==> src/rtl/cad_pkg.sv <==
// Constants shared by the processor-side decode block and its bus master
// Overview of operation
// RULE1: Master divides crystal by four, paces bus
// RULE2: Read-not-write high reads, low writes
// RULE3: Hold system reset low 690 ms
// RULE4: Divide bus clock by 2048 for tick
// RULE5: Bus adapter interrupt drives fast interrupt
// RULE6: I/O adapter interrupt drives non-maskable interrupt
// RULE7: Fast interrupt stacks only flags, counter
// RULE8: Non-maskable interrupt can never be masked
// RULE9: Sixteen-bit address, eight-bit data bus
// RULE10: Decode ROM, two RAMs, non-volatile RAM
// RULE11: Decode bus adapter and I/O adapter
// RULE12: Strobes for segment latches and multiplier
// RULE13: Write 0000 multiplicand, read product high
// RULE14: Write 0002 multiplier, read product low
// RULE15: Sixteen by sixteen multiply, 75 ns
// RULE16: High byte staged, low write loads word
// RULE17: Latch holds low byte of product word
// RULE18: Write 1081 clears tick divider, request
// RULE19: Unmapped address selects nothing, no effect
package cad_pkg;
	// Clocking
	localparam longint CLK_HZ        = 50_000_000;
	localparam longint XTAL_HZ       = 8_000_000;
	localparam int     XTAL_DIV      = 4;
	localparam int     BUS_CYC       = int'(CLK_HZ * XTAL_DIV / XTAL_HZ);  // 25 clocks
	localparam int     Q_PHASE       = BUS_CYC / 4;                        // Q leads E
	localparam int     TICK_DIV      = 2048;
	localparam longint RST_HOLD_MS   = 690;
	localparam longint RST_HOLD_CYC  = RST_HOLD_MS * CLK_HZ / 1000;
	localparam longint MULT_NS       = 75;
	localparam int     MULT_CYC      = int'((MULT_NS * CLK_HZ + 999_999_999) / 1_000_000_000);
	// Memory map
	localparam logic [15:0] A_MCAND    = 16'h0000;
	localparam logic [15:0] A_MPLIER   = 16'h0002;
	localparam logic [15:0] A_SEG_A    = 16'h1000;
	localparam logic [15:0] A_SEG_B    = 16'h1040;
	localparam logic [15:0] A_AUX      = 16'h1080;
	localparam logic [15:0] A_TICK_CLR = 16'h1081;
	localparam logic [15:0] A_BIA_LO   = 16'h1100;
	localparam logic [15:0] A_BIA_HI   = 16'h1107;
	localparam logic [15:0] A_VIO_LO   = 16'h1200;
	localparam logic [15:0] A_VIO_HI   = 16'h120F;
	localparam logic [15:0] A_NVR_LO   = 16'h1400;
	localparam logic [15:0] A_NVR_HI   = 16'h17FF;
	localparam logic [15:0] A_RAM1_LO  = 16'h2000;
	localparam logic [15:0] A_RAM1_HI  = 16'h3FFF;
	localparam logic [15:0] A_RAM2_LO  = 16'h4000;
	localparam logic [15:0] A_RAM2_HI  = 16'h5FFF;
	localparam logic [15:0] A_ROM_LO   = 16'h6000;
	localparam logic [7:0]  UNMAPPED_RD = 8'hFF;
	// Master APB register offsets
	localparam logic [11:0] R_ADDR    = 12'h000;
	localparam logic [11:0] R_WDATA   = 12'h004;
	localparam logic [11:0] R_CTRL    = 12'h008;
	localparam logic [11:0] R_STATUS  = 12'h00C;
	localparam logic [11:0] R_INT_ST  = 12'h010;
	localparam logic [11:0] R_INT_MSK = 12'h014;
	// Control and status bits
	localparam int CTRL_GO  = 0;
	localparam int CTRL_RNW = 1;
	localparam int ST_BUSY  = 8;
	localparam int ST_RST   = 9;
	localparam int ST_IRQ   = 10;
	localparam int ST_FAST_INTERRUPT_REQUEST  = 11;
	localparam int ST_NMI   = 12;
	// Interrupt status bits
	localparam int EV_DONE = 0;
	localparam int EV_IRQ  = 1;
	localparam int EV_FAST_INTERRUPT_REQUEST = 2;
	localparam int EV_NMI  = 3;
	localparam int EV_W    = 4;
	// Chip select bit positions
	localparam int CS_ROM = 0;
	localparam int CS_RAM1 = 1;
	localparam int CS_RAM2 = 2;
	localparam int CS_NVR = 3;
	localparam int CS_BIA = 4;
	localparam int CS_VIO = 5;
	localparam int CS_W   = 6;
endpackage

==> src/rtl/cad_bus_if.sv <==
// Processor memory bus between the bus master and the decode block
`timescale 1ns/100ps
`default_nettype none
interface cad_bus_if;
	logic [15:0] addr;                       // Address bus
	logic [7:0]  wdata;                      // Write data
	logic [7:0]  rdata;                      // Read data
	logic        rnw;                        // High read, low write
	logic        vld;                        // Valid memory address
	logic        e_stb;                      // Main bus clock, one pulse per period
	logic        q_stb;                      // Quadrature bus clock pulse
	logic        sys_rst_n;                  // System reset
	logic        irq_n;                      // Tick interrupt request
	logic        fast_interrupt_request_n;   // Bus adapter interrupt
	logic        nmi_n;                      // I/O adapter interrupt
	modport dev (
		input  addr, wdata, rnw, vld, e_stb, q_stb,
		output rdata, sys_rst_n, irq_n, fast_interrupt_request_n, nmi_n
	);
	modport host (
		output addr, wdata, rnw, vld, e_stb, q_stb,
		input  rdata, sys_rst_n, irq_n, fast_interrupt_request_n, nmi_n
	);
endinterface
`default_nettype wire

==> src/rtl/cad_dev.sv <==
// Address decode, reset generator, tick divider and multiplier ports
//
// Design decision made in the bus master, not here: the APB register port.
`timescale 1ns/100ps
`default_nettype none
module cad_dev #(
	parameter longint RST_HOLD = cad_pkg::RST_HOLD_CYC
) (
	input  wire logic        pclk,
	input  wire logic        presetn,
	cad_bus_if.dev           bus,
	input  wire logic [7:0]  ext_rdata,
	input  wire logic        bia_irq_n,
	input  wire logic        vio_irq_n,
	output logic [cad_pkg::CS_W-1:0] cs_q,
	output logic             wr_en_q,
	output logic [15:0]      seg_a_q,
	output logic [15:0]      seg_b_q
);
	// Inclusive range check
	function automatic logic in_rng(input logic [15:0] a, input logic [15:0] lo,
			input logic [15:0] hi);
		in_rng = (a >= lo) && (a <= hi);
	endfunction

	logic [31:0] rst_cnt_q;
	logic        rst_n_q;
	logic [10:0] tick_cnt_q;
	logic        irq_n_q;
	logic        fast_interrupt_request_n_q;
	logic        nmi_n_q;
	logic [15:0] mcand_q;
	logic [15:0] mplier_q;
	logic [7:0]  stage_q;
	logic [7:0]  lo_latch_q;
	logic [31:0] prod_q;
	logic [7:0]  rdata_q;
	logic        armed_q;

	// Address decode
	wire [15:0] a       = bus.addr;
	wire        hit_rom  = a >= cad_pkg::A_ROM_LO;                               // see RULE10
	wire        hit_ram1 = in_rng(a, cad_pkg::A_RAM1_LO, cad_pkg::A_RAM1_HI);     // see RULE10
	wire        hit_ram2 = in_rng(a, cad_pkg::A_RAM2_LO, cad_pkg::A_RAM2_HI);     // see RULE10
	wire        hit_nvr  = in_rng(a, cad_pkg::A_NVR_LO, cad_pkg::A_NVR_HI);       // see RULE10
	wire        hit_bia  = in_rng(a, cad_pkg::A_BIA_LO, cad_pkg::A_BIA_HI);       // see RULE11
	wire        hit_vio  = in_rng(a, cad_pkg::A_VIO_LO, cad_pkg::A_VIO_HI);       // see RULE11
	wire        hit_mca  = a == cad_pkg::A_MCAND;                                // see RULE12
	wire        hit_mpl  = a == cad_pkg::A_MPLIER;                               // see RULE12
	wire        hit_sega = in_rng(a, cad_pkg::A_SEG_A, cad_pkg::A_SEG_A + 16'h0001); // see RULE12
	wire        hit_segb = in_rng(a, cad_pkg::A_SEG_B, cad_pkg::A_SEG_B + 16'h0001); // see RULE12
	wire        hit_aux  = a == cad_pkg::A_AUX;
	wire        hit_tclr = a == cad_pkg::A_TICK_CLR;
	wire        ext_hit  = hit_rom | hit_ram1 | hit_ram2 | hit_nvr | hit_bia | hit_vio;

	// Bus transfer strobes, direction from read-not-write
	wire        xfer   = bus.vld & bus.e_stb & armed_q & rst_n_q;              // see RULE1
	wire        wr_stb = xfer & ~bus.rnw;                                       // see RULE2
	wire        rd_stb = xfer & bus.rnw;                                        // see RULE2
	wire [15:0] mult_load = {stage_q, bus.wdata};                               // see RULE16
	wire        tick_wrap = bus.e_stb && tick_cnt_q == 11'(cad_pkg::TICK_DIV - 1);
	wire        tick_clr  = wr_stb & hit_tclr;                                  // see RULE18

	// Arm on Q of a valid cycle; a stray E before it takes nothing
	always_ff @(posedge pclk or negedge presetn) begin
		if (!presetn)
			armed_q <= 1'b0;
		else if (!bus.vld || bus.e_stb)
			armed_q <= 1'b0;
		else if (bus.q_stb)
			armed_q <= 1'b1;                                                    // see RULE1
	end

	// Read data selection; unmapped reads give a fixed value, no side effect
	wire [7:0] rd_mux = hit_mca  ? prod_q[31:24] :                             // see RULE13
	                    hit_mpl  ? prod_q[15:8]  :                             // see RULE14
	                    hit_aux  ? lo_latch_q    :                             // see RULE17
	                    ext_hit  ? ext_rdata     :
	                    cad_pkg::UNMAPPED_RD;                                   // see RULE19

	// Chip selects and direction, registered; none for unmapped
	always_ff @(posedge pclk or negedge presetn) begin
		if (!presetn) begin
			cs_q    <= '0;
			wr_en_q <= 1'b0;
		end else begin
			cs_q    <= bus.vld ? {hit_vio, hit_bia, hit_nvr, hit_ram2, hit_ram1, hit_rom}
			                   : '0;                                            // see RULE19
			wr_en_q <= bus.vld & ~bus.rnw;                                      // see RULE2
		end
	end

	// Power-up reset hold
	always_ff @(posedge pclk or negedge presetn) begin
		if (!presetn) begin
			rst_cnt_q <= '0;
			rst_n_q   <= 1'b0;
		end else if (!rst_n_q) begin
			rst_cnt_q <= rst_cnt_q + 32'd1;
			rst_n_q   <= (rst_cnt_q == 32'(RST_HOLD - 1));                      // see RULE3
		end
	end

	// Periodic tick from main bus clock
	always_ff @(posedge pclk or negedge presetn) begin
		if (!presetn) begin
			tick_cnt_q <= '0;
			irq_n_q    <= 1'b1;
		end else if (!rst_n_q || tick_clr) begin
			tick_cnt_q <= '0;                                                   // see RULE18
			irq_n_q    <= 1'b1;
		end else begin
			if (bus.e_stb)
				tick_cnt_q <= tick_cnt_q + 11'd1;                               // see RULE4
			if (tick_wrap)
				irq_n_q <= 1'b0;                                                // see RULE4
		end
	end

	// Adapter interrupts routed onto the processor inputs
	always_ff @(posedge pclk or negedge presetn) begin
		if (!presetn) begin
			fast_interrupt_request_n_q <= 1'b1;
			nmi_n_q  <= 1'b1;
		end else begin
			fast_interrupt_request_n_q <= bia_irq_n;                                              // see RULE5
			nmi_n_q  <= vio_irq_n;                                              // see RULE6
		end
	end

	// Multiplier operands and staging latch
	always_ff @(posedge pclk or negedge presetn) begin
		if (!presetn) begin
			mcand_q  <= '0;
			mplier_q <= '0;
			stage_q  <= '0;
		end else if (wr_stb) begin
			if (hit_aux)
				stage_q <= bus.wdata;                                           // see RULE16
			else if (hit_mca)
				mcand_q <= mult_load;                                           // see RULE13
			else if (hit_mpl)
				mplier_q <= mult_load;                                          // see RULE14
		end
	end

	// Product register, ready one clock after an operand load
	always_ff @(posedge pclk or negedge presetn) begin
		if (!presetn)
			prod_q <= '0;
		else
			prod_q <= mcand_q * mplier_q;                                       // see RULE15
	end

	// Low byte of a product word caught on its high-byte read
	always_ff @(posedge pclk or negedge presetn) begin
		if (!presetn)
			lo_latch_q <= '0;
		else if (rd_stb && hit_mca)
			lo_latch_q <= prod_q[23:16];                                        // see RULE17
		else if (rd_stb && hit_mpl)
			lo_latch_q <= prod_q[7:0];                                          // see RULE17
	end

	// Segment latches
	always_ff @(posedge pclk or negedge presetn) begin
		if (!presetn) begin
			seg_a_q <= '0;
			seg_b_q <= '0;
		end else if (wr_stb) begin
			if (hit_sega && a[0])
				seg_a_q[15:8] <= bus.wdata;
			else if (hit_sega)
				seg_a_q[7:0] <= bus.wdata;
			else if (hit_segb && a[0])
				seg_b_q[15:8] <= bus.wdata;
			else if (hit_segb)
				seg_b_q[7:0] <= bus.wdata;
		end
	end

	// Read data register
	always_ff @(posedge pclk or negedge presetn) begin
		if (!presetn)
			rdata_q <= '0;
		else
			rdata_q <= rd_mux;                                                  // see RULE9
	end

	assign bus.rdata                    = rdata_q;
	assign bus.sys_rst_n                = rst_n_q;
	assign bus.irq_n                    = irq_n_q;
	assign bus.fast_interrupt_request_n = fast_interrupt_request_n_q;
	assign bus.nmi_n                    = nmi_n_q;
endmodule // cad_dev
`default_nettype wire

==> src/flat_wrapper.sv <==
// flat-port wrapper written by rule: the top's interface ports become plain ports
module cad_dev_flat 
#(
	parameter longint RST_HOLD = cad_pkg::RST_HOLD_CYC
)
  (pclk, presetn, ext_rdata, bia_irq_n, vio_irq_n, cs_q, wr_en_q, seg_a_q, seg_b_q, bus_addr, bus_wdata, bus_rnw, bus_vld, bus_e_stb, bus_q_stb, bus_rdata, bus_sys_rst_n, bus_irq_n, bus_fast_interrupt_request_n, bus_nmi_n);
  cad_bus_if bus_i ();
  input  wire logic pclk;
  input  wire logic presetn;
  input  wire logic [7:0] ext_rdata;
  input  wire logic bia_irq_n;
  input  wire logic vio_irq_n;
  output logic [cad_pkg::CS_W-1:0] cs_q;
  output logic wr_en_q;
  output logic [15:0] seg_a_q;
  output logic [15:0] seg_b_q;
  input wire logic [$bits(bus_i.addr)-1:0] bus_addr;
  input wire logic [$bits(bus_i.wdata)-1:0] bus_wdata;
  input wire logic [$bits(bus_i.rnw)-1:0] bus_rnw;
  input wire logic [$bits(bus_i.vld)-1:0] bus_vld;
  input wire logic [$bits(bus_i.e_stb)-1:0] bus_e_stb;
  input wire logic [$bits(bus_i.q_stb)-1:0] bus_q_stb;
  output wire logic [$bits(bus_i.rdata)-1:0] bus_rdata;
  output wire logic [$bits(bus_i.sys_rst_n)-1:0] bus_sys_rst_n;
  output wire logic [$bits(bus_i.irq_n)-1:0] bus_irq_n;
  output wire logic [$bits(bus_i.fast_interrupt_request_n)-1:0] bus_fast_interrupt_request_n;
  output wire logic [$bits(bus_i.nmi_n)-1:0] bus_nmi_n;
  assign bus_i.addr = bus_addr;
  assign bus_i.wdata = bus_wdata;
  assign bus_i.rnw = bus_rnw;
  assign bus_i.vld = bus_vld;
  assign bus_i.e_stb = bus_e_stb;
  assign bus_i.q_stb = bus_q_stb;
  assign bus_rdata = bus_i.rdata;
  assign bus_sys_rst_n = bus_i.sys_rst_n;
  assign bus_irq_n = bus_i.irq_n;
  assign bus_fast_interrupt_request_n = bus_i.fast_interrupt_request_n;
  assign bus_nmi_n = bus_i.nmi_n;
  cad_dev #(.RST_HOLD(RST_HOLD)) u_core (.pclk(pclk), .presetn(presetn), .bus(bus_i), .ext_rdata(ext_rdata), .bia_irq_n(bia_irq_n), .vio_irq_n(vio_irq_n), .cs_q(cs_q), .wr_en_q(wr_en_q), .seg_a_q(seg_a_q), .seg_b_q(seg_b_q));
endmodule
==> config.mk <==
export PLATFORM = sky130hd
export DESIGN_NAME = cad_dev_flat
export DESIGN_NICKNAME = d
export VERILOG_FILES = /design/src/rtl/cad_pkg.sv /design/src/rtl/cad_bus_if.sv /design/src/rtl/cad_dev.sv /design/src/flat_wrapper.sv
export SDC_FILE = /design/constraint.sdc
export NUM_CORES = 1
export LEC_CHECK = 0
export ABC_AREA = 1
export BUFFER_PORTS_ARGS = -buffer_cell sky130_fd_sc_hd__buf_4
export CAP_MARGIN = 10
export CORE_UTILIZATION = 45
export DETAILED_ROUTE_END_ITERATION = 10
export PLACE_DENSITY = 0.62
export SLEW_MARGIN = 25
export SYNTH_ARGS = -nofsm -noshare
export SYNTH_HDL_FRONTEND = slang
export SYNTH_SLANG_ARGS = --single-unit
==> constraint.sdc <==
create_clock -name pclk -period 7.3 [get_ports pclk]
set_input_delay 0.73 -clock pclk [delete_from_list [all_inputs] [get_ports pclk]]
set_output_delay 0.73 -clock pclk [all_outputs]
set_load 0.02 [all_outputs]
# ---- Yosys cells after proc, flatten, opt, wreduce, memory -nomap -nowiden
# Cells that the tools add are included.
dict set report op_classes {
  add_sub_neg 2
  n_mul 1
  n_lt_le_gt_ge 15
  n_eq_ne 5
  muxes 14
  n_bitwise 18
  reduce_logical 28
}
# cell n
set op_table {}
lappend op_table {{$ge A16 B13 Y1 const B} 5}
lappend op_table {{$le A16 B13 Y1 const B} 5}
lappend op_table {{$mux W8} 6}
lappend op_table {{$add A32 B1 Y32 const B} 1}
lappend op_table {{$eq A16 B13 Y1 const B} 2}
lappend op_table {{$eq A32 B26 Y1 const B} 1}
lappend op_table {{$ge A16 B15 Y1 const B} 2}
lappend op_table {{$mul A16 B16 Y32} 1}
lappend op_table {{$mux W11} 2}
lappend op_table {{$eq A16 B2 Y1 const B} 1}
lappend op_table {{$ge A16 B14 Y1 const B} 1}
lappend op_table {{$le A16 B14 Y1 const B} 1}
lappend op_table {{$le A16 B15 Y1 const B} 1}
lappend op_table {{$logic_not A16 Y1} 1}
lappend op_table {{$logic_and A1 B1 Y1} 12}
lappend op_table {{$add A11 B1 Y11 const B} 1}
lappend op_table {{$eq A11 B11 Y1 const B} 1}
lappend op_table {{$reduce_and A4 Y1} 2}
lappend op_table {{$reduce_bool A2 Y1} 4}
lappend op_table {{$and A1 B1 Y1} 7}
lappend op_table {{$mux W6} 1}
lappend op_table {{$not A1 Y1} 6}
lappend op_table {{$reduce_and A3 Y1} 2}
lappend op_table {{$mux W1} 5}
lappend op_table {{5 further kinds} 12}
dict set report word_totals {
  regBits 175
  input_bits 40
  output_inout_bits 51
  elab_cells 102
}

# ---- Longest topological paths before layout
# Gate-level depths: netlist of the first run.
dict set report logic_depth {
  ltp_word 11
  depth_mapped 28
  depth_no_buf 26
}

# ---- Worst setup path before layout of the first run
# Ideal clock, no wire load.
dict set report synth_path {
  kind {flip-flop to flip-flop}
  startpoint {reg u_core.mplier_q[15]}
  endpoint {reg u_core.prod_q[23]}
  setup_time_ns 0.118
  arrival_time_ns 5.236
  required_time_ns 7.182
  slack_ns 1.947
  path_stages_with_launch 23
  path_buffers 2
  period_less_slack_ns 5.353
  cell_sequence {dfrtp_1 clkbuf_1 clkbuf_1 nand2_1 fa_1 fa_1 inv_1 fa_1 fa_1 fa_1 inv_1 fa_1 inv_1 ha_1 nand2_1 nor2_1 inv_1 nor3_1 nand2_1 nand2_1 nand2_1 nand3_1 nand2_1}
}
dict set report synth_via {
  elab_chain_len 1
}
# item line
set synth_rtl {}
lappend synth_rtl {{start: declaration} cad_dev.sv:33} ;# logic [15:0] mplier_q;
lappend synth_rtl {{start signal: assignment} cad_dev.sv:143} ;# mplier_q <= mult_load;
lappend synth_rtl {{$mul A16 B16 Y32} cad_dev.sv:152} ;# prod_q <= mcand_q * mplier_q;
lappend synth_rtl {{end signal: assignment} cad_dev.sv:152}
lappend synth_rtl {{end: declaration} cad_dev.sv:36} ;# logic [31:0] prod_q;
# Every way passes these cells.
# A chain may end at the register's enable or synchronous reset.

# ---- Worst setup path after layout of the first run
dict set report layout_path {
  startpoint {reg u_core.mcand_q[6]}
  endpoint {reg u_core.prod_q[22]}
}
dict set report layout_via {
  elab_chain_len 1
}
# item line
set layout_rtl {}
lappend layout_rtl {{start: declaration} cad_dev.sv:32} ;# logic [15:0] mcand_q;
lappend layout_rtl {{start signal: assignment} cad_dev.sv:141} ;# mcand_q <= mult_load;
lappend layout_rtl {{$mul A16 B16 Y32} cad_dev.sv:152}
# Every way passes these cells.

==> results of run 1 <==
## worst max-delay path by stage
stage,start,end,depth (start not counted)
after global routing,u_core.mcand_q[6],u_core.prod_q[22],19
after CTS,u_core.mcand_q[6],u_core.prod_q[23],20
after global placement,u_core.mcand_q[6],u_core.prod_q[22],19
after floorplan,u_core.mplier_q[15],u_core.prod_q[23],22
after detailed placement,u_core.mcand_q[6],u_core.prod_q[23],20
final,u_core.mcand_q[6],u_core.prod_q[22],19
## cells by family after synthesis
family | after synthesis | synth area share, %
and+or+nand+nor | 884 | 22.38
buffers and inverters | 569 | 12.97
adders and majority gates | 300 | 31.12
DFF | 175 | 26.18
AOI/OAI and AO/OA | 149 | 4.887
xor gates and xnor gates | 47 | 2.459
## cells in the final DEF (no fill, tap or decap), types with 6 or more instances in the layout
cell type / instances
dfrtp_1: 172
ha_1: 106
nor2_1: 105
or2_2: 7
nand3b_1: 9
nor4_1: 7
xnor2_1: 8
o21bai_1: 7
nand2_1: 616
o21ai_1: 26
buf_4: 90
inv_1: 485
o211ai_1: 6
o21ai_0: 63
nor3_1: 23
nand4_1: 30
o21ai_2: 8
xor2_1: 39
fa_1: 194
nand3_1: 60
clkbuf_16: 17
a21oi_1: 34
## worst max-delay path, delay by kind of cell, from the launching register on
kind	cells	cell delay (ns)
simple gates	8	1.13
fa+ha+maj	7	3.53
flops	1	0.86
buf+inv	4	0.23
## synthesized netlist by cell type, drive strengths merged, types with 7 or more instances
master | n | area [um^2]
nor2 | 114 | 484.2
nand3b | 9 | 67.56
nor4 | 7 | 43.79
nor3 | 27 | 167.7
xor2 | 39 | 341.6
nand4 | 31 | 209.0
nand3 | 66 | 370.4
nand2 | 621 | 2349
or2 | 8 | 50.05
fa | 194 | 3884
buf | 9 | 70.06
clkbuf | 72 | 270.3
a21oi | 34 | 170.2
dfrtp | 172 | 4304
xnor2 | 8 | 70.07
inv | 488 | 1832
o21ai | 97 | 515.5
o21bai | 7 | 52.55
ha | 106 | 1326
## layout make-up
class / instances / area [um^2] / share of cell area, %
clock buffer: 19 / 432.9 / 2.363
clock inverter: 13 / 200.2 / 1.093
inverter: 488 / 1832 / 9.997
multi-input combinational: 1380 / 10190 / 55.62
sequential: 175 / 4383 / 23.92
tap: 468 / 585.6 / 3.196
timing repair buffer: 92 / 698.2 / 3.810
## metal layers
layer / track usage, % / share of wire (%) / vias to the layer above
li1: - / - / 6362
met4: 8.195 / 2.9 / 0
met3: 2.776 / 5.1 / 67
met1: 30.50 / 44 / 6526
met5: 0 / 0 / -
met2: 37.04 / 48 / 382
## power by group
group          switching [uW]  internal (uW)
Sequential               1.48            974
Clock                     413            582
Combinational            56.7           26.8
## state kept, by name (all words and copies together), names as in the netlist, 6 cells and up
register / cells
u_core.seg_b_q: 16
u_core.prod_q: 32
u_core.tick_cnt_q: 11
u_core.rst_cnt_q: 32
u_core.mcand_q: 16
u_core.stage_q: 8
u_core.cs_q: 6
u_core.seg_a_q: 16
u_core.lo_latch_q: 8
u_core.mplier_q: 16
u_core.bus.rdata: 8
## through the flow
| step | instances | hold WS [ns] | util, % | power, uW |
|---|---|---|---|---|
| 2_1_floorplan | 2124 | 0.4255 | - | 1022 |
| 3_3_place_gp | 2603 | 0.4565 | 48.30 | 1079 |
| 3_5_place_dp | 2603 | 0.4652 | 48.30 | 1080 |
| 4_1_cts | 2635 | 0.3753 | 50.03 | 2078 |
| 5_1_grt | 2635 | 0.3748 | 50.05 | 2124 |
| 6_report | 2635 | 0.3908 | 50.05 | 2054 |
==> run metrics, run 1 <==
Async S/R FF share, synth=100.0%; Max Freq=between 150 and 200 MHz; Hold Crit Depth=1; CTS clk-pin slew, worst paths=~0.080 ns; top-level port count=91; Worst R2R Path Depth=19; final net count=about 2,500; final setup fails=0; setup repair bufs after CTS=0; CP max FO=17; RSZ-0062 raised after global routing=no; setup TNS=0 ns; synth unique cells=40; cell mode on critical path=fa_1; critical path class=flop to flop; Avg WL per Cell=roughly 15 um; Fin. Hold Viols=0; hold crit path type=input pin to flop; Critical Path AT=approximately 6.2 ns; most used flip-flop cell after synthesis=dfrtp_1; clk buf depth=2; Post-route DRC=0; Worst Slack Setup Final=roughly 1.5 ns; clk sinks=~180; reg2reg end=u_core.prod_q[22]; crit path cell chain=nand2_1 > fa_1 > inv_1 > fa_1 > fa_1 > fa_1 > fa_1 > inv_1 > fa_1 > inv_1 > ha_1 > nand2_1 > nor2_1 > inv_1 > nor2_1 > nand4_1 > nand3b_1 > nand2_1 > nand2_1; gpl congestion=slightly below 0.9; # diodes=0; Worst Max-Slew Pin Slew=0.8950 ns; Root Driver=clkbuf_16; CP required=a little under 8 ns; hold buffers post-CTS=0; total grt overflow=0; drt initial violations=around 860; die area=about 38,000 um^2; Reg2Reg Launch Point=u_core.mcand_q[6]; Clock H-tree levels=4; TritonRoute pass-1 iters=5; initial antenna violation count=0; Final ANT Viol Nets=0; Slew Limit Headroom=roughly 40%; syn_area_per_cell=between 7 and 8 um^2; power per cell area=between 100 and 150 nW/um^2; Peak VDD IR=0.1452 mV; Final min period=approximately 5.8 ns; routed vias=13,337; Setup WS pre-CTS=~1.5 ns; cts repair resizes=0; hold_sp=vio_irq_n; max_cap viols=0; core area=roughly 37,000 um^2; floorplan row count=70; Die Span X=about 190 um; initial core utilization=between 40 and 50%; Clock Latency Late Sink=0.45 ns; design area=roughly 18,000 um^2; layout cells sized above 1=7.753%; CTS Buf Count=17; EDFF count, synth=0; Slowest Stage Delay on Critical Path=roughly 0.86 ns; R2R Setup Slk=1.49 ns; synthesized cell area=about 17,000 um^2; final worst-path cycle share=approximately four fifths; HPWL after DPL=about 31,000 um; TritonCTS clock tree=yes; GRT Util Overall=22.51%; static leakage=between 0.01 and 0.015 uW; first-pass GRT wire length=about 68,000 um; Slew Viols, Final=0; Worst setup EP type=flop; cell count after synthesis=2,124; Yosys Warn Count=0; PortBufs=90; #FFs+latches synth=approximately 180; clock skew=0.01400 ns; critical path launch point type=flop; largest net degree at the start of global routing=99; outcome=finished clean; Filler cells=between 3,000 and 4,000; drt via density=approximately 5; Area Overhead vs Synth=9.446%; sequential area share after synthesis=a little over a quarter; DRT Wirelength=~41,000 um; die height=around 190 um; Post-Syn Nets=~2,500; vias in the first global route=approximately 13,000; slowest CP cell=dfrtp_1; Placed Area=approximately 18,000 um^2; WHS Endpoint=u_core.bus.nmi_n
No activity file was read; power rests on OpenSTA's default activity.
==> run 2, diff against run 1 <==
clock period = 5.9 ns   (was 7.3 ns; I/O delays follow)
==> run 2 against run 1 <==
Count of clock-buffer cells in the layout down 1. Die area stayed put. Cell count is 0.95% higher. Sequential cell count did not move. Largest power group is now registers. Fmax rose by 3.8%. Sequential share of layout area shrank 0.066 points. First-iteration DRC count is 5.1% lower.
==> run metrics, run 2 (synthesis gave the netlist of run 1 again) <==
outcome=finished clean; CTS Buf Count=17 (unchanged); crit path cell chain=nand2_1 > fa_1 > fa_1 > inv_1 > fa_1 > fa_1 > fa_1 > inv_1 > fa_1 > inv_1 > ha_1 > nand2_1 > nor2_1 > inv_1 > nor2_1 > nand4_1 > nand3b_1 > nand2_1 > nand2_1; slowest CP cell=dfrtp_1; CP max FO=12 (-5); # diodes=0 (unchanged); gpl congestion=0.9111 (+3.4%); setup repair bufs after CTS=0 (unchanged); GRT Util Overall=22.90% (+0.39 points); layout cells sized above 1=9.672% (+1.9 points); Final Non-Filler Cells=2,660 (+0.95%); final worst-path cycle share=94.88% (+15 points); Slew Limit Headroom=42.02% (+1.7 points); hold crit path type=input pin to asynchronous set/reset pin; final net count=2,519 (+1.0%); NetSw=592.3 uW (+26%); Filler cells=3,559 (-0.92%); static leakage=0.01040 uW (+0.76%); Post-route DRC=0 (unchanged); top flop regs=u_core.prod_q: 32 flops, u_core.rst_cnt_q: 32 flops; first-pass GRT wire length=69,060 um (+1.4%); Comb pwr share=4.2% (about the same); Reg2Reg Launch Point=u_core.mcand_q[9]; Worst Max-Slew Pin Slew=0.8698 ns (-0.02523 ns); Overall Power=2463 uW (+20%); TritonCTS clock tree=yes; Peak VDD IR=0.1635 mV (+13%); CP required=6.29 ns (-1.40 ns); initial antenna violation count=0 (unchanged); core area=36,610 um^2 (unchanged); cell mode on critical path=fa_1; Critical Path AT=5.98 ns (-0.22 ns); power per cell area=133.2 nW/um^2 (+19%); sequential power share=49.0% (+1.5 points); drt initial violations=811 (-5.1%); WP buf/inv=4 (unchanged); sw frac=24.04% (+1.1 points); Avg WL per Cell=15.43 um (+0.27%); commonest non-fill, non-tap cells in the layout=nand2_1, inv_1, fa_1; clk buf depth=2 (unchanged); Final min period=5.598 ns (-0.2124 ns); Worst R2R Path Depth=19 (unchanged); initial core utilization=45.73% (unchanged); clk sinks=175 (unchanged); total grt overflow=0 (unchanged); Clock H-tree levels=4 (unchanged); PortBufs=90 (unchanged); most common cell after layout, fill and taps aside=nand2_1; TritonRoute pass-1 iters=5 (unchanged); R2R Setup Slk=0.30 ns (-1.19 ns); HPWL after DPL=33,110 um (+5.5%); Fin. Hold Viols=0 (unchanged); Clock power frac=46.8% (-1.6 points); top-level port count=91 (unchanged); Final ANT Viol Nets=0 (unchanged); RSZ-0062 raised after global routing=no; die height=194.9 um (unchanged); final setup fails=0 (unchanged); Slew Viols, Final=0 (unchanged); Area Overhead vs Synth=10.47%; Max Freq=178.6 MHz (+3.8%); DRT Wirelength=41,050 um (+1.2%); max_cap viols=0 (unchanged); floorplan row count=70 (unchanged); drt via density=5.005 (-1.1%); Root Driver=clkbuf_16; CP delay by family, top=adder cells; die area=37,980 um^2 (unchanged); clock skew=0.01497 ns (+0.0009706 ns); CTS clk-pin slew, worst paths=0.08 ns (about the same); multi-input logic area=10,200 um^2 (about the same); critical path launch point type=flop; setup TNS=0 ns (unchanged); Worst setup EP type=flop; FF+latch area=4412 um^2 (+0.66%); Die Span X=194.9 um (unchanged); Int Pwr=1871 uW (+18%); Layout Utilization=50.52% (+0.47 points); routed vias=13,314 (-0.17%); vias in the first global route=13,571 (+0.94%); reg2reg end=u_core.prod_q[22]; placed insts=2,628 (+0.96%); critical path class=flop to flop; largest net degree at the start of global routing=90 (-9.1%); Slowest Stage Delay on Critical Path=0.64 ns (-0.22 ns); Clock Latency Late Sink=0.45 ns (about the same)
## run 2: cell count changes in the layout (fill, tap and decap cells not counted), sizes merged
cell	previous run	this run
clkinv	4	5
bufinv	4	2
buf	92	117
clkinvlp	0	2
clkbuf	19	18
## run 2: worst max path at each step
stage	startpoint	to	slack (ns)	depth (start not counted)
6_report	u_core.mcand_q[9]	u_core.prod_q[22]	0.30	19
5_1_grt	u_core.mcand_q[9]	u_core.prod_q[22]	0.02	19
4_1_cts	u_core.mplier_q[15]	u_core.prod_q[23]	0.11	20
3_5_place_dp	u_core.mplier_q[15]	u_core.prod_q[23]	0.12	20
3_3_place_gp	u_core.mplier_q[15]	u_core.prod_q[22]	0.13	20
2_1_floorplan	u_core.mplier_q[15]	u_core.prod_q[23]	0.55	22
## run 2: area by class of cell
class	count	area share [%]
multi-input combinational	1380	55.13
tap	468	3.166
sequential	175	23.85
inverter	488	9.904
timing repair buffer	117	4.769
clock inverter	14	0.8524
clock buffer	18	2.320
## run 2: stage by stage
step | hold WS, ns | worst slack [ns] | instance area, um^2
after detailed placement | 0.4605 | 0.1216 | 17870
after floorplan | 0.2944 | 0.5466 | 16740
final | 0.2331 | 0.3023 | 18500
after CTS | 0.2357 | 0.1138 | 18460
after global placement | 0.4580 | 0.1322 | 17870
after global routing | 0.2333 | 0.01865 | 18500
## run 2: worst reg2reg max path: stages, from the launching register on
cell      delay [ns]
dfrtp_1         0.64
nand2_1         0.16
fa_1            0.53
fa_1            0.51
inv_1           0.05
fa_1            0.48
fa_1            0.52
fa_1            0.54
inv_1           0.05
fa_1            0.52
inv_1           0.04
ha_1            0.34
nand2_1         0.13
nor2_1          0.17
inv_1           0.09
nor2_1          0.27
nand4_1         0.22
nand3b_1        0.15
nand2_1         0.06
nand2_1         0.08
## run 2: what timing repair did
action / 4_1_cts / 5_1_grt
hold buffers: 0 / 0
gates resized for setup: 0 / 21
setup endpoints to repair: 0 / 13
## run 2: metal layers
layer	vias up	GRT usage (%)	wire, um
met5	-	0	0
met1	6487	30.69	18210
li1	6412	-	-
met2	350	37.94	19610
met4	0	8.282	1198
met3	65	3.071	2034
## run 2: power by group through the flow
stage	clock, uW	combinational [uW]	sequential (uW)
finish	1150	103	1210
global route	1210	115	1210
CTS	1170	107	1210
detailed placement	0	106	1230
global placement	0	106	1230
floorplan	0	26.8	1240
